[src/hw/spptc_pkg.sv]
`default_nettype none
package spptc_pkg;
  // ----------------------------------------
  // Widths
  // ----------------------------------------
  localparam int DATA_W = 16;
  localparam int CTL_W = 8;
  localparam int PD_W = 25;
  localparam int LEN_W = 5;
  localparam int WORD_W = 32;
  // ----------------------------------------
  // Reset values
  // ----------------------------------------
  localparam logic PORT_DIS_RST = 1'h1;
  localparam logic HARD_RST_RST = 1'h0;
  localparam logic [PD_W-1:0] PD_EN_RST = 25'h1ffffff;
  localparam logic BOOTING_RST = 1'h1;
  // ----------------------------------------
  // Command block length limits
  // ----------------------------------------
  localparam logic [LEN_W-1:0] CMD_LEN_MIN = 5'h01;
  localparam logic [LEN_W-1:0] CMD_LEN_MAX = 5'h10;
  // ----------------------------------------
  // Types
  // ----------------------------------------
  typedef enum logic [1:0] {
    SPPTC_MODE_MANUAL = 2'h0,
    SPPTC_MODE_SEMI = 2'h1,
    SPPTC_MODE_AUTO = 2'h3
  } spptc_mode_t;
  typedef enum logic [1:0] {
    SPPTC_SEQ_OFF = 2'h0,
    SPPTC_SEQ_RST_HELD = 2'h1,
    SPPTC_SEQ_BUS_ON = 2'h3,
    SPPTC_SEQ_RUN = 2'h2
  } spptc_seq_t;
endpackage
`default_nettype wire

[src/hw/spptc_cmd_if.sv]
`default_nettype none
interface spptc_cmd_if;
  import spptc_pkg::*;
  logic cbw_valid;
  logic [LEN_W-1:0] cbw_len;
  logic [WORD_W-1:0] cbw_tag;
  logic [WORD_W-1:0] expected;
  logic [WORD_W-1:0] processed;
  logic csw_valid;
  logic len_ok;
  logic [WORD_W-1:0] residue;
  logic [WORD_W-1:0] csw_tag;
  modport src (output cbw_valid, cbw_len, cbw_tag, expected, processed,
               input csw_valid, len_ok, residue, csw_tag);
  modport chk (input cbw_valid, cbw_len, cbw_tag, expected, processed,
               output csw_valid, len_ok, residue, csw_tag);
endinterface
`default_nettype wire

[src/hw/spptc_cmd_check.sv]
`default_nettype none
module spptc_cmd_check (
  // Clock and reset
  input wire logic clk,
  input wire logic resetn,
  // Command and status wrapper fields
  spptc_cmd_if.chk cmd
);
  import spptc_pkg::*;

  typedef struct packed {
    logic csw_valid;
    logic len_ok;
    logic [WORD_W-1:0] residue;
    logic [WORD_W-1:0] tag;
  } spptc_chk_state_t;

  spptc_chk_state_t s;
  spptc_chk_state_t next_s;

  // ----------------------------------------
  // Status wrapper fields for firmware
  // ----------------------------------------
  always_comb begin
    next_s = s;
    next_s.csw_valid = cmd.cbw_valid;
    if (cmd.cbw_valid) begin
      next_s.len_ok = (cmd.cbw_len >= CMD_LEN_MIN) && (cmd.cbw_len <= CMD_LEN_MAX);
      next_s.residue = cmd.expected - cmd.processed;
      next_s.tag = cmd.cbw_tag;
    end
  end

  always_ff @(posedge clk or negedge resetn) begin
    if (!resetn) begin
      s <= '0;
    end else begin
      s <= next_s;
    end
  end

  assign cmd.csw_valid = s.csw_valid;
  assign cmd.len_ok = s.len_ok;
  assign cmd.residue = s.residue;
  assign cmd.csw_tag = s.tag;
endmodule
`default_nettype wire

[src/hw/spptc_top.sv]
`default_nettype none
module spptc_top (
  // Clock and reset
  input wire logic clk,
  input wire logic resetn,
  // Firmware control bits
  input wire logic port_disable_wr,
  input wire logic port_disable_bit,
  input wire logic hard_reset_wr,
  input wire logic hard_reset_bit,
  input wire logic pd_wr,
  input wire logic [spptc_pkg::PD_W-1:0] pd_wdata,
  input wire logic boot_done,
  input wire logic fw_low_power_req,
  input wire logic fw_high_power_req,
  input wire logic mode_wr,
  input wire spptc_pkg::spptc_mode_t mode_wdata,
  // Upstream supply sense pin
  input wire logic vbus_pin,
  // Core side of the storage bus
  input wire logic core_data_oe,
  input wire logic [spptc_pkg::DATA_W-1:0] core_data_out,
  input wire logic core_ctl_oe,
  input wire logic [spptc_pkg::CTL_W-1:0] core_ctl_out,
  // Storage bus pins
  output logic data_oe,
  output logic [spptc_pkg::DATA_W-1:0] data_out,
  output logic ctl_oe,
  output logic [spptc_pkg::CTL_W-1:0] ctl_out,
  output logic drive_reset_pin_o,
  output logic drive_reset_pin_oe,
  output logic [spptc_pkg::PD_W-1:0] pd_en,
  // Power grant pins, open drain
  output logic low_power_grant_pin_o,
  output logic low_power_grant_pin_oe,
  output logic high_power_grant_pin_o,
  output logic high_power_grant_pin_oe,
  // Status
  output logic vbus_seen,
  output var spptc_pkg::spptc_seq_t seq_state,
  output var spptc_pkg::spptc_mode_t xfer_mode,
  output logic hw_cmd_stage,
  output logic hw_data_stage,
  // Command and status wrapper fields
  input wire logic cbw_valid,
  input wire logic [spptc_pkg::LEN_W-1:0] cbw_len,
  input wire logic [spptc_pkg::WORD_W-1:0] cbw_tag,
  input wire logic [spptc_pkg::WORD_W-1:0] expected_bytes,
  input wire logic [spptc_pkg::WORD_W-1:0] processed_bytes,
  output logic csw_valid,
  output logic cbw_len_ok,
  output logic [spptc_pkg::WORD_W-1:0] csw_residue,
  output logic [spptc_pkg::WORD_W-1:0] csw_tag
);
  import spptc_pkg::*;

  typedef struct packed {
    logic port_dis;
    logic hard_rst;
    logic [PD_W-1:0] pd;
    logic booting;
    logic [2:0] vbus_sync;
    logic vbus;
    logic lp_boot;
    logic lp_oe;
    logic hp_oe;
    logic data_oe;
    logic [DATA_W-1:0] data_out;
    logic ctl_oe;
    logic [CTL_W-1:0] ctl_out;
    logic rst_o;
    logic rst_oe;
    spptc_mode_t mode;
    spptc_seq_t seq;
  } spptc_state_t;

  spptc_state_t s;
  spptc_state_t next_s;

  // ----------------------------------------
  // Control and pin logic
  // ----------------------------------------
  always_comb begin
    next_s = s;
    if (port_disable_wr) begin
      next_s.port_dis = port_disable_bit;
    end
    if (hard_reset_wr) begin
      next_s.hard_rst = hard_reset_bit;
    end
    if (pd_wr) begin
      next_s.pd = pd_wdata;
    end
    if (mode_wr) begin
      next_s.mode = mode_wdata;
    end
    if (boot_done) begin
      next_s.booting = 1'h0;
    end
    // Pin sample: only the agreeing second and third stages count
    next_s.vbus_sync = {s.vbus_sync[1:0], vbus_pin};
    if (s.vbus_sync[2] == s.vbus_sync[1]) begin
      next_s.vbus = s.vbus_sync[2];
    end
    if (s.booting && s.vbus) begin
      next_s.lp_boot = 1'h1;
    end
    // Open drain: output level is always low, only the enable moves
    next_s.lp_oe = next_s.lp_boot | fw_low_power_req;
    next_s.hp_oe = fw_high_power_req;
    // Enables follow the new disable value, so the override lands on the write edge
    next_s.data_oe = core_data_oe & ~next_s.port_dis;
    next_s.ctl_oe = core_ctl_oe & ~next_s.port_dis;
    next_s.data_out = core_data_out;
    next_s.ctl_out = core_ctl_out;
    next_s.rst_o = ~next_s.hard_rst;
    next_s.rst_oe = ~next_s.port_dis;
    // Tracks how far firmware has walked the drive power-up order
    case (s.seq)
      SPPTC_SEQ_OFF: begin
        if (next_s.hard_rst) begin
          next_s.seq = SPPTC_SEQ_RST_HELD;
        end
      end
      SPPTC_SEQ_RST_HELD: begin
        if (!next_s.hard_rst) begin
          next_s.seq = SPPTC_SEQ_OFF;
        end else if (!next_s.port_dis) begin
          next_s.seq = SPPTC_SEQ_BUS_ON;
        end
      end
      SPPTC_SEQ_BUS_ON: begin
        if (next_s.port_dis) begin
          next_s.seq = SPPTC_SEQ_OFF;
        end else if (!next_s.hard_rst) begin
          next_s.seq = SPPTC_SEQ_RUN;
        end
      end
      SPPTC_SEQ_RUN: begin
        if (next_s.port_dis) begin
          next_s.seq = SPPTC_SEQ_OFF;
        end
      end
      default: begin
        next_s.seq = SPPTC_SEQ_OFF;
      end
    endcase
  end

  always_ff @(posedge clk or negedge resetn) begin
    if (!resetn) begin
      s <= '0;
      s.port_dis <= PORT_DIS_RST;
      s.hard_rst <= HARD_RST_RST;
      s.pd <= PD_EN_RST;
      s.booting <= BOOTING_RST;
      s.rst_o <= 1'h1;
      s.mode <= SPPTC_MODE_MANUAL;
      s.seq <= SPPTC_SEQ_OFF;
    end else begin
      s <= next_s;
    end
  end

  // ----------------------------------------
  // Outputs
  // ----------------------------------------
  assign data_oe = s.data_oe;
  assign data_out = s.data_out;
  assign ctl_oe = s.ctl_oe;
  assign ctl_out = s.ctl_out;
  assign drive_reset_pin_o = s.rst_o;
  assign drive_reset_pin_oe = s.rst_oe;
  assign pd_en = s.pd;
  assign low_power_grant_pin_o = 1'h0;
  assign low_power_grant_pin_oe = s.lp_oe;
  assign high_power_grant_pin_o = 1'h0;
  assign high_power_grant_pin_oe = s.hp_oe;
  assign vbus_seen = s.vbus;
  assign seq_state = s.seq;
  assign xfer_mode = s.mode;
  // Hardware never runs the status stage; firmware reads the wrapper fields
  assign hw_cmd_stage = s.mode[1];
  assign hw_data_stage = s.mode[0];

  // ----------------------------------------
  // Wrapper field check
  // ----------------------------------------
  spptc_cmd_if cmd ();
  assign cmd.cbw_valid = cbw_valid;
  assign cmd.cbw_len = cbw_len;
  assign cmd.cbw_tag = cbw_tag;
  assign cmd.expected = expected_bytes;
  assign cmd.processed = processed_bytes;
  assign csw_valid = cmd.csw_valid;
  assign cbw_len_ok = cmd.len_ok;
  assign csw_residue = cmd.residue;
  assign csw_tag = cmd.csw_tag;

  spptc_cmd_check u_check (
    .clk(clk),
    .resetn(resetn),
    .cmd(cmd.chk)
  );
endmodule
`default_nettype wire

[config.mk]
export PLATFORM = sky130hd
export DESIGN_NAME = spptc_top
export DESIGN_NICKNAME = d
export VERILOG_FILES = /design/src/hw/spptc_pkg.sv /design/src/hw/spptc_cmd_if.sv /design/src/hw/spptc_cmd_check.sv /design/src/hw/spptc_top.sv
export SDC_FILE = /design/constraint.sdc
export NUM_CORES = 1
export LEC_CHECK = 0
export BUFFER_PORTS_ARGS = -buffer_cell sky130_fd_sc_hd__buf_2
export CELL_PAD_IN_SITES_DETAIL_PLACEMENT = 0
export CELL_PAD_IN_SITES_GLOBAL_PLACEMENT = 2
export CORE_ASPECT_RATIO = 0.5
export CORE_MARGIN = 8
export CORE_UTILIZATION = 30
export CTS_BUF_LIST = sky130_fd_sc_hd__clkbuf_4
export DETAILED_ROUTE_END_ITERATION = 16
export PLACE_DENSITY_LB_ADDON = 0.1
export SLEW_MARGIN = 15
export SYNTH_ARGS = -nofsm -noshare
export SYNTH_HDL_FRONTEND = slang
export SYNTH_HIERARCHICAL = 1
export SYNTH_SLANG_ARGS = --single-unit
[constraint.sdc]
create_clock -name clk -period 1.2 [get_ports clk]
set_clock_uncertainty 0.1 [all_clocks]
set_input_delay 0.18 -clock clk [delete_from_list [all_inputs] [get_ports clk]]
set_output_delay 0.18 -clock clk [all_outputs]
set_load 0.005 [all_outputs]
==> summary.txt, run 1 <==
Outcome
  • Status: complete, but fails checks
  • Failing checks: negative setup slack

Cells and area
  • Commonest non-fill, non-tap cell in the layout: buf_2
  • Final #Nets: 1323
  • Area grow syn2layout: 71.11%
  • Most frequent cells in the layout: buf_2, buf_4, dlygate4sd3_1
  • Fin area: 0.01184 mm2
  • Final Util: 52.09%
  • Fin cells: 1445
  • Layout cells sized above 1: 59.98%

Power
  • Total Power: about 0.013 W
  • Static leakage: 5.682 nW
  • NetSw: ~0.0039 W
  • Gate power share: 33.4%
  • Clock power frac: 24.8%
  • VDD IR-drop max: 561.4 uV
  • Internal Dissipation: ~0.009 W
  • Switching Share: 30.52%
  • PwrDens: 1077 mW/mm2
  • Seq pwr share: a little over two fifths

Global routing
  • GRT Total Usage: roughly 16%
  • Number of global-route vias before repair: 6720
  • First-pass GRT wire length: about 36000 um
  • Initial antenna violation count: 1
  • Largest net degree at the start of global routing: between 40 and 50
  • Grt ovf: 0

Detailed routing
  • DRT iter0 DRCs: ~250
  • Wirelength, routed: 23510 um
  • Total number of vias: a little over 6000
  • DRT Pass-1 Iters: 4
  • Via-to-Cell Ratio: 4.316
  • Drt drc: 0
  • Wirelength per Cell: ~16 um
  • Antenna viol nets, final: 0

Synthesis
  • Synth Register Bits: 133
  • Netlist cell types: 66
  • Post-synth ARST share: 100.0%
  • Dominant synthesized flop cell: dfrtp_1
  • Synthesized netlist cell count: 611
  • Synthesis Warnings: 6
  • Syn avg cell area: 11.33 um2
  • Syn Std Cell Area: approximately 0.0069 mm2
  • Seq/Total Area, Yosys: between 40% and 50%
  • Post-synth EDFFs: 0

Run
  • Max-cap violation count: 0

Setup path
  • Setup CP Type: input pin to flop
  • Worst EP required: 1.55 ns
  • Setup crit start kind: input pin
  • Arrival time at the worst endpoint: 2.22 ns
  • Flop2flop setup slack: roughly 0.050 ns
  • Crit path max fanout: 5
  • Worst Setup End Kind: flop

Timing
  • Tmin final: 1.871 ns
  • Fin. max-slew vios: 0
  • Minimum hold slack: 0.08289 ns
  • # setup viols final: 165
  • Worst setup margin: -0.6709 ns
  • Max Clock Freq: 534.5 MHz
  • RSZ-0062 raised after global routing: yes
  • Slew @ Worst Pin: approximately 0.52 ns
  • Final hold violations: 0
  • Tcrit/Tclk final: 155.9%
  • Relative slew slack: 65.24%

Placed design
  • Placed cell count: 1255
  • HPWL Detailed: 17590 um
  • Buffers on Ports: 294
  • Routability cong.: 0.7412
  • Area after DPL: 0.009369 mm2

Floorplanning
  • Die X: 230.8 um
  • Die Height: 123.4 um
  • Std cell rows: 39
  • Die area: 0.02848 mm2
  • Initial core utilization: 30.44%
  • Core area: approximately 0.023 mm2
  • I/O pins: 297

Worst hold path
  • Hold Path Class: input pin to flop

Clock tree
  • Clk_lat worst skew: 0.53 ns
  • CTS sink cnt: 133
  • Clk buf depth: 2
  • H-Tree Depth: 4
  • Clock root cell: clkbuf_4
  • CTS Buf Count: 17
  • TritonCTS clock tree: built
  • Clk pin slew, worst setup/hold paths: 0.12 ns
==> final cells by class <==
class | instances | area [um2]
timing repair buffer | 568 | 4195
multi-input combinational | 360 | 3423
inverter | 44 | 190.2
clock inverter | 14 | 150.1
fill | 2107 | 10900
tap | 307 | 384.1
sequential | 133 | 3363
clock buffer | 18 | 135.1
antenna | 1 | 2.502
==> through the flow <==
stage                     worst slack (ns)  setup TNS [ns]
final                              -0.6709          -33.11
after global routing               -0.7091          -47.94
after CTS                          -0.6093          -41.61
after detailed placement            -1.423          -33.36
after global placement              -1.419          -32.61
after floorplan                     -1.023          -21.19
==> synth_stat cells (2+ instances only) <==
library cell    n  area [um2]
clkbuf_1       12       45.04
a21oi_1        29       145.1
dfrtp_1       105        2628
xnor2_1        12       105.1
nand2_1        37       138.9
ha_1           31       387.9
inv_1          43       161.4
nand4_1         4       25.02
buf_6           7       78.83
nor4_1          2       12.51
o311ai_1        2       17.52
nor2_1         24       90.09
a21o_1         13       97.59
nor2b_1         6       37.54
xor2_1          9       78.83
o21a_1          5       37.54
mux2_4          2       30.03
a211oi_1        7       52.55
mux2i_1         3       30.03
nand3b_1        2       15.01
nand3_1         9       45.04
nand2b_1        3       18.77
o21ai_1         6       30.03
a31oi_1         3       18.77
nor3_1         11       55.05
or3_1           3       18.77
nand4b_1        2       17.52
mux2_2         71       799.5
dfstp_2        28       735.7
o31ai_1         4       30.03
a211oi_2        2       25.02
and2_2          3       22.52
o21ai_2         4       35.03
buf_4          55       412.9
o21ai_0        14       70.07
o31ai_2         3       37.54
and3_1          3       18.77
o2111ai_1       2       17.52
o211ai_1        3       22.52
==> cell families (layout without fill, tap and decap cells) <==
| group | after synthesis | count (layout) | synth area share (%) |
|---|---|---|---|
| compound gates | 111 | 111 | 11.24 |
| xor+xnor | 21 | 21 | 2.657 |
| fa+ha+maj | 33 | 33 | 6.038 |
| buf+inv | 119 | 644 | 10.21 |
| flops | 133 | 133 | 48.59 |
| mux | 77 | 77 | 12.74 |
| other cells | 1 | 3 | 0.05418 |
| simple gates | 116 | 116 | 8.460 |
==> path summary, 6_finish.rpt <==
kind | to | cells past startpoint | start
worst min-delay path | u_check/cmd.residue[31]$_DFFE_PN0P_ | 5 | expected_bytes[30]
worst max-delay path | u_check/cmd.residue[31]$_DFFE_PN0P_ | 9 | processed_bytes[18]
worst min register to register | next_s[38]$_DFF_PN0_ | 0 | next_s[37]$_DFF_PN0_
worst max register to register | low_power_grant_pin_oe$_DFF_PN0_ | 3 | vbus_seen$_DFFE_PN0N_
min in group asynchronous | next_s[37]$_DFF_PN0_ | 3 | resetn
max in group asynchronous | u_check/cmd.residue[4]$_DFFE_PN0P_ | 3 | resetn
==> per-layer routing <==
| metal | up-vias | GRT usage (%) | routed length [um] |
|---|---|---|---|
| met3 | 16 | 4.191 | 964 |
| met1 | 3009 | 19.02 | 9916 |
| met2 | 120 | 29.01 | 12380 |
| li1 | 3092 | - | - |
| met5 | - | 0 | 0 |
| met4 | 0 | 3.781 | 242 |
==> registers in the layout, summed over array words and instances (netlist names), 2 cells and up <==
signal	count
ctl_out	8
data_out	16
next_s	2
pd_en	25
s	5
seq_state	2
u_check/cmd.csw_tag	32
u_check/cmd.residue	32
xfer_mode	2
==> power groups by stage <==
stage | Sequential, W | Combinational, W | Clock (W)
floorplan | 0.00541 | 0.00164 | 0
global placement | 0.00538 | 0.00324 | 0
detailed placement | 0.00540 | 0.00325 | 0
CTS | 0.00533 | 0.00399 | 0.00333
global route | 0.00540 | 0.00465 | 0.00355
finish | 0.00533 | 0.00426 | 0.00316
==> worst max-delay path, stage by stage <==
cell      delay [ns]
buf_2           0.08
inv_1           0.05
ha_4            0.30
nand4_1         0.19
o311a_1         0.46
a211oi_2        0.35
o311ai_2        0.17
and3_1          0.21
o31ai_2         0.22
==> repair_timing <==
item	in CTS	in global routing
buffers inserted	25	23
hold buffers	113	1
hold endpoints to repair	239	9
pin swaps	37	35
cloned	0	0
resized for setup	73	60
setup endpoints to repair	155	167
No activity file was read; power rests on OpenSTA's default activity.
==> run 2, diff against run 1 <==
--- a/config.mk
+++ b/config.mk
@@ -8,7 +8,7 @@
 export BUFFER_PORTS_ARGS = -buffer_cell sky130_fd_sc_hd__buf_2
 export CELL_PAD_IN_SITES_DETAIL_PLACEMENT = 0
 export CELL_PAD_IN_SITES_GLOBAL_PLACEMENT = 2
-export CORE_ASPECT_RATIO = 0.5
+export CORE_ASPECT_RATIO = 1.1
 export CORE_MARGIN = 8
 export CORE_UTILIZATION = 30
 export CTS_BUF_LIST = sky130_fd_sc_hd__clkbuf_4
==> summary.txt, run 2 (synthesis results as in run 1) <==
Setup path
  • Crit path max fanout: 3 (was 5)
  • Setup CP Type: input pin to flop (unchanged)
  • Setup crit start kind: input pin (unchanged)
  • Crit-path slowest cell: fa_2 (was o311a_1)
  • CP Cell Sequence: buf_8, inv_8, ha_4, fa_2, nor2b_4, o2111ai_4, a21oi_4, o211ai_1, a21oi_2, nor4_1, or3_1, a31oi_1 (was buf_2, inv_1, ha_4, nand4_1, o311a_1, a211oi_2, o311ai_2, and3_1, o31ai_2)
  • Peak per-stage delay on the critical path: 0.37 ns (was 0.46 ns)
  • Arrival time at the worst endpoint: 2.24 ns (was 2.22 ns)
  • WP buf/inv: 2 (unchanged)
  • Worst Setup End Kind: flop (unchanged)
  • CP top delay family: compound AO/OA/AOI/OAI gates (unchanged)
  • Worst EP required: 1.56 ns (was 1.55 ns)

Placed design
  • HPWL Detailed: 17270 um (was 17590 um)
  • Dpl ws: -1.444 ns (was -1.423 ns)
  • Routability cong.: 0.8046 (was 0.7412)
  • Area after DPL: 0.009265 mm2 (was 0.009369 mm2)
  • Placed cell count: 1237 (was 1255)
  • Buffers on Ports: 294 (unchanged)

Global routing
  • First-pass GRT wire length: 36740 um (was 36230 um)
  • Initial antenna violation count: 2 (was 1)
  • Largest net degree at the start of global routing: 40 (was 42)
  • Number of global-route vias before repair: 6984 (was 6720)
  • GRT Total Usage: 16.19% (was 16.01%)
  • Grt ovf: 0 (unchanged)

Floorplanning
  • Die X: 160.8 um (was 230.8 um)
  • Die Height: 175.3 um (was 123.4 um)
  • Core area: 0.02279 mm2 (was 0.02274 mm2)
  • Std cell rows: 58 (was 39)
  • I/O pins: 297 (unchanged)
  • Initial core utilization: 30.38% (was 30.44%)
  • Die area: 0.02819 mm2 (was 0.02848 mm2)

Detailed routing
  • DRT iter0 DRCs: 172 (was 252)
  • Drt drc: 0 (unchanged)
  • Via-to-Cell Ratio: 4.364 (was 4.316)
  • DRT Pass-1 Iters: 6 (was 4)
  • Wirelength per Cell: 16.12 um (was 16.27 um)
  • Total number of vias: 6262 (was 6237)
  • Wirelength, routed: 23130 um (was 23510 um)
  • Antenna viol nets, final: 0 (unchanged)

Cells and area
  • Fin cells: 1435 (was 1445)
  • Layout cells sized above 1: 59.31% (was 59.98%)
  • Most frequent cells in the layout: buf_2, buf_4, dlygate4sd3_1 (unchanged)
  • Fillers: 2089 (was 2107)
  • Commonest non-fill, non-tap cell in the layout: buf_2 (unchanged)
  • Reg area: 0.003363 mm2 (unchanged)
  • Final Util: 51.42% (was 52.09%)
  • Multi-input gate area: 0.003334 mm2 (was 0.003423 mm2)
  • Fin area: 0.01172 mm2 (was 0.01184 mm2)
  • Final #Nets: 1319 (was 1323)
  • Area grow syn2layout: 69.27% (was 71.11%)

Timing
  • RSZ-0062 raised after global routing: yes (unchanged)
  • # setup viols final: 154 (was 165)
  • TNS Setup: -33.64 ns (was -33.11 ns)
  • Slew @ Worst Pin: 0.5512 ns (was 0.5197 ns)
  • Minimum hold slack: -0.06917 ns (was 0.08289 ns)
  • Fin. max-slew vios: 0 (unchanged)
  • Tmin final: 1.886 ns (was 1.871 ns)
  • Relative slew slack: 62.87% (was 65.24%)
  • Max Clock Freq: 530.1 MHz (was 534.5 MHz)
  • Tcrit/Tclk final: 157.2% (was 155.9%)
  • Final hold violations: 1 (was 0)
  • Worst setup margin: -0.6864 ns (was -0.6709 ns)

Clock tree
  • Clk pin slew, worst setup/hold paths: 0.13 ns (was 0.12 ns)
  • H-Tree Depth: 4 (unchanged)
  • CTS Buf Count: 17 (unchanged)
  • Clock root cell: clkbuf_4 (unchanged)
  • Clk buf depth: 2 (unchanged)
  • CTS sink cnt: 133 (unchanged)
  • TritonCTS clock tree: built (unchanged)
  • Hold-fix buffers, CTS: 110 (was 113)
  • Clk_lat worst skew: 0.53 ns (about the same)

Run
  • Max-cap violation count: 0 (unchanged)

Power
  • PwrDens: 1071 mW/mm2 (was 1077 mW/mm2)
  • Internal Dissipation: 0.008512 W (was 0.008860 W)
  • VDD IR-drop max: 500.3 uV (was 561.4 uV)
  • Clock power frac: 23.4% (was 24.8%)
  • Gate power share: 34.1% (was 33.4%)
  • NetSw: 0.004032 W (was 0.003892 W)
  • Switching Share: 32.14% (was 30.52%)
  • Seq pwr share: 42.5% (was 41.8%)
  • Static leakage: 5.663 nW (was 5.682 nW)

Outcome
  • Status: complete, but fails checks (unchanged)
  • Failing checks: negative hold slack, negative setup slack (was negative setup slack)

Worst hold path
  • Hold Path Class: input pin to flop (unchanged)
## run 2: cell count changes in the layout (fill, tap and decap cells not counted), sizes merged
cell,delta
inv,+6
dlygate4sd3,-4
clkinv,-3
bufinv,-2
clkbuf,-1
diode,+1
## run 2: through the flow
stage / total power (W) / hold slack, ns
floorplan: 0.007054 / -0.2156
detailed placement: 0.008613 / -0.06083
finish: 0.01254 / -0.06917
global route: 0.01339 / -0.1070
global placement: 0.008579 / -0.06565
CTS: 0.01248 / 0.002412
## run 2: what timing repair did
item | 4_1_cts | 5_1_grt
pin swaps | 41 | 34
setup buffers | 35 | 24
setup endpoints to repair | 155 | 157
resized for setup | 85 | 48
gates cloned | 0 | 0
hold endpoints to repair | 235 | 1
## run 2: layer usage
layer / up-vias / routed length, um / part of all wire, % / GRT usage, %
met1: 2958 / 9484 / 41 / 18.74
met4: 0 / 401 / 1.7 / 5.019
met2: 189 / 11830 / 51 / 28.29
li1: 3085 / - / - / -
met3: 30 / 1416 / 6.1 / 4.847
met5: - / 0 / 0 / 0
## run 2: cell type report
class | count | area share (%)
timing repair buffer | 564 | 35.70
sequential | 133 | 28.71
multi-input combinational | 360 | 28.46
tap | 300 | 3.204
inverter | 44 | 1.645
clock inverter | 15 | 1.153
clock buffer | 17 | 1.089
antenna | 2 | 0.04272
## run 2: power groups by stage
stage               logic, W  clock network, W  registers [W]
finish               0.00427           0.00293        0.00534
global route         0.00468           0.00330        0.00541
CTS                  0.00403           0.00313        0.00532
detailed placement   0.00321                 0        0.00541
global placement     0.00319                 0        0.00539
floorplan            0.00164                 0        0.00541
## run 2: path summary, 6_finish.rpt
path / start / end / slack [ns] / cells after the start
max: expected_bytes[0] / u_check/cmd.residue[26]$_DFFE_PN0P_ / -0.69 / 12
min: processed_bytes[1] / u_check/cmd.residue[1]$_DFFE_PN0P_ / -0.07 / 3
max reg2reg: vbus_seen$_DFFE_PN0N_ / low_power_grant_pin_oe$_DFF_PN0_ / 0.05 / 3
min reg2reg: next_s[37]$_DFF_PN0_ / next_s[38]$_DFF_PN0_ / 0.25 / 0
max in group asynchronous: resetn / u_check/cmd.csw_tag[15]$_DFFE_PN0P_ / 0.17 / 3
min in group asynchronous: resetn / pd_en[19]$_DFFE_PN1P_ / 0.13 / 2
## run 2: worst min-delay path, stage by stage
cell     delay (ns)
buf_8          0.08
fa_2           0.19
o21ai_0        0.08
==> run 3, diff against run 2 <==
--- a/config.mk
+++ b/config.mk
@@ -5,6 +5,7 @@
 export SDC_FILE = /design/constraint.sdc
 export NUM_CORES = 1
 export LEC_CHECK = 0
+export ABC_CLOCK_PERIOD_IN_PS = 1200
 export BUFFER_PORTS_ARGS = -buffer_cell sky130_fd_sc_hd__buf_2
 export CELL_PAD_IN_SITES_DETAIL_PLACEMENT = 0
 export CELL_PAD_IN_SITES_GLOBAL_PLACEMENT = 2
@@ -13,8 +14,7 @@
 export CORE_UTILIZATION = 30
 export CTS_BUF_LIST = sky130_fd_sc_hd__clkbuf_4
 export DETAILED_ROUTE_END_ITERATION = 16
-export PLACE_DENSITY_LB_ADDON = 0.1
-export SLEW_MARGIN = 15
+export PLACE_DENSITY = 0.8
 export SYNTH_ARGS = -nofsm -noshare
 export SYNTH_HDL_FRONTEND = slang
 export SYNTH_HIERARCHICAL = 1
==> summary.txt, run 3 (synthesis results as in run 1) <==
Power
  • Static leakage: 5.593 nW (was 5.663 nW)
  • Clock power frac: 25.5% (was 23.4%)
  • Seq pwr share: 41.9% (was 42.5%)
  • Gate power share: 32.6% (was 34.1%)
  • NetSw: 0.003967 W (was 0.004032 W)
  • Switching Share: 31.02% (was 32.14%)
  • VDD IR-drop max: 769.4 uV (was 500.3 uV)
  • Internal Dissipation: 0.008819 W (was 0.008512 W)
  • PwrDens: 1107 mW/mm2 (was 1071 mW/mm2)

Timing
  • Worst setup margin: -0.7081 ns (was -0.6864 ns)
  • Max Clock Freq: 524.1 MHz (was 530.1 MHz)
  • Fin. max-slew vios: 0 (unchanged)
  • Tcrit/Tclk final: 159.0% (was 157.2%)
  • RSZ-0062 raised after global routing: yes (unchanged)
  • Relative slew slack: 60.45% (was 62.87%)
  • # setup viols final: 157 (was 154)
  • Slew @ Worst Pin: 0.5933 ns (was 0.5512 ns)
  • Minimum hold slack: -0.06459 ns (was -0.06917 ns)
  • Tmin final: 1.908 ns (was 1.886 ns)
  • Final hold violations: 1 (unchanged)

Run
  • Max-cap violation count: 0 (unchanged)

Worst hold path
  • Hold Path Class: input pin to flop (unchanged)
  • Hold path startpoint: processed_bytes[1] (unchanged)

Setup path
  • Setup crit start kind: input pin (unchanged)
  • Crit path max fanout: 3 (unchanged)
  • Crit-path slowest cell: a2111o_1 (was fa_2)
  • Arrival time at the worst endpoint: 2.25 ns (was 2.24 ns)
  • Worst r2r src: vbus_seen$_DFFE_PN0N_ (unchanged)
  • Worst EP required: 1.54 ns (was 1.56 ns)
  • Setup CP Type: input pin to flop (unchanged)
  • CP Cell Sequence: buf_8, inv_8, ha_4, fa_2, nor2b_4, o2111ai_2, a21oi_2, o21ai_2, o31ai_2, buf_4, o21ai_4, a2111o_1, o211ai_1 (was buf_8, inv_8, ha_4, fa_2, nor2b_4, o2111ai_4, a21oi_4, o211ai_1, a21oi_2, nor4_1, or3_1, a31oi_1)
  • Peak per-stage delay on the critical path: 0.37 ns (about the same)
  • Worst Setup End Kind: flop (unchanged)
  • Worst Setup SP: expected_bytes[0] (unchanged)

Clock tree
  • CTS sink cnt: 133 (unchanged)
  • Clock root cell: clkbuf_4 (unchanged)
  • Clk buf depth: 2 (unchanged)
  • TritonCTS clock tree: built (unchanged)
  • Clk_lat worst skew: 0.53 ns (about the same)
  • Clk pin slew, worst setup/hold paths: 0.13 ns (about the same)
  • H-Tree Depth: 4 (unchanged)
  • Hold-fix buffers, CTS: 106 (was 110)
  • CTS Buf Count: 17 (unchanged)

Global routing
  • Number of global-route vias before repair: 6775 (was 6984)
  • Initial antenna violation count: 0 (was 2)
  • Largest net degree at the start of global routing: 33 (was 40)
  • Grt ovf: 0 (unchanged)
  • GRT Total Usage: 16.72% (was 16.19%)
  • First-pass GRT wire length: 37260 um (was 36740 um)

Placed design
  • Routability cong.: 0.8126 (was 0.8046)
  • Buffers on Ports: 294 (unchanged)
  • HPWL Detailed: 17840 um (was 17270 um)
  • Placed cell count: 1241 (was 1237)
  • Dpl ws: -1.411 ns (was -1.444 ns)
  • Area after DPL: 0.009295 mm2 (was 0.009265 mm2)

Cells and area
  • Commonest non-fill, non-tap cell in the layout: buf_2 (unchanged)
  • Most frequent cells in the layout: buf_2, buf_4, dfrtp_1, dlygate4sd3_1, mux2_2 (was buf_2, buf_4, dlygate4sd3_1)
  • Area grow syn2layout: 66.94% (was 69.27%)
  • Diodes inserted: 0 (was 2)
  • Fin area: 0.01155 mm2 (was 0.01172 mm2)
  • Layout cells sized above 1: 58.39% (was 59.31%)
  • Fin cells: 1415 (was 1435)
  • Final #Nets: 1301 (was 1319)

Detailed routing
  • Wirelength per Cell: 17.19 um (was 16.12 um)
  • DRT iter0 DRCs: 228 (was 172)
  • Antenna viol nets, final: 0 (unchanged)
  • Via-to-Cell Ratio: 4.365 (was 4.364)
  • Total number of vias: 6177 (was 6262)
  • Drt drc: 0 (unchanged)
  • Wirelength, routed: 24320 um (was 23130 um)
  • DRT Pass-1 Iters: 4 (was 6)

Floorplanning
  • Die Height: 175.3 um (unchanged)
  • Die area: 0.02819 mm2 (unchanged)
  • I/O pins: 297 (unchanged)
  • Core area: 0.02279 mm2 (unchanged)
  • Std cell rows: 58 (unchanged)
  • Die X: 160.8 um (unchanged)
  • Initial core utilization: 30.38% (unchanged)

Outcome
  • Status: complete, but fails checks (unchanged)
  • Failing checks: negative hold slack, negative setup slack (unchanged)
-- run 3: power by group through the flow --
| stage | Combinational [W] | Sequential, W | Clock (W) |
|---|---|---|---|
| 2_1_floorplan | 0.00164 | 0.00541 | 0 |
| 3_3_place_gp | 0.00322 | 0.00539 | 0 |
| 3_5_place_dp | 0.00323 | 0.00540 | 0 |
| 4_1_cts | 0.00392 | 0.00534 | 0.00341 |
| 5_1_grt | 0.00455 | 0.00542 | 0.00364 |
| 6_report | 0.00417 | 0.00535 | 0.00326 |
-- run 3: final timing paths --
kind / slack [ns] / depth (start not counted) / endpoint
min in group asynchronous: 0.15 / 3 / u_check/cmd.residue[31]$_DFFE_PN0P_
max in group asynchronous: 0.20 / 3 / low_power_grant_pin_oe$_DFF_PN0_
setup / recovery: -0.71 / 13 / u_check/cmd.residue[28]$_DFFE_PN0P_
setup reg to reg: 0.05 / 3 / low_power_grant_pin_oe$_DFF_PN0_
hold reg to reg: 0.27 / 0 / next_s[38]$_DFF_PN0_
hold / removal: -0.06 / 3 / u_check/cmd.residue[1]$_DFFE_PN0P_
-- run 3: area by class of cell --
class,instances,area (um2)
multi-input combinational,360,3283
clock inverter,14,166.4
tap,300,375.4
sequential,133,3363
inverter,44,190.2
clock buffer,18,135.1
timing repair buffer,546,4041
fill,2063,11230
-- run 3: layer usage --
metal,GRT usage [%],part of all wire [%],vias up
li1,-,-,3049
met1,18.80,41,2909
met2,30.47,52,204
met3,5.174,6.4,15
met4,3.591,1.0,0
met5,0,0,-
-- run 3: repair_timing --
action | CTS | global route
buffers inserted | 24 | 23
hold endpoints to repair | 234 | 1
pin swaps | 32 | 45
resized for setup | 80 | 50
setup endpoints to repair | 155 | 165
cloned | 0 | 0
-- run 3: metrics by stage --
stage	total power [W]	utilization, %	TNS (ns)
2_1_floorplan	0.007054	-	-21.19
4_1_cts	0.01267	49.12	-41.89
3_5_place_dp	0.008634	40.79	-32.59
5_1_grt	0.01361	50.71	-46.38
6_report	0.01279	50.71	-33.31
3_3_place_gp	0.008608	40.79	-31.96
-- run 3: critical path: cells and delay by family --
kind / cells / cell delay [ns]
AND/OR/NAND/NOR: 1 / 0.13
AO/OA/AOI/OAI: 7 / 1.16
buffers and inverters: 3 / 0.28
adder cells (fa/ha/maj): 2 / 0.50
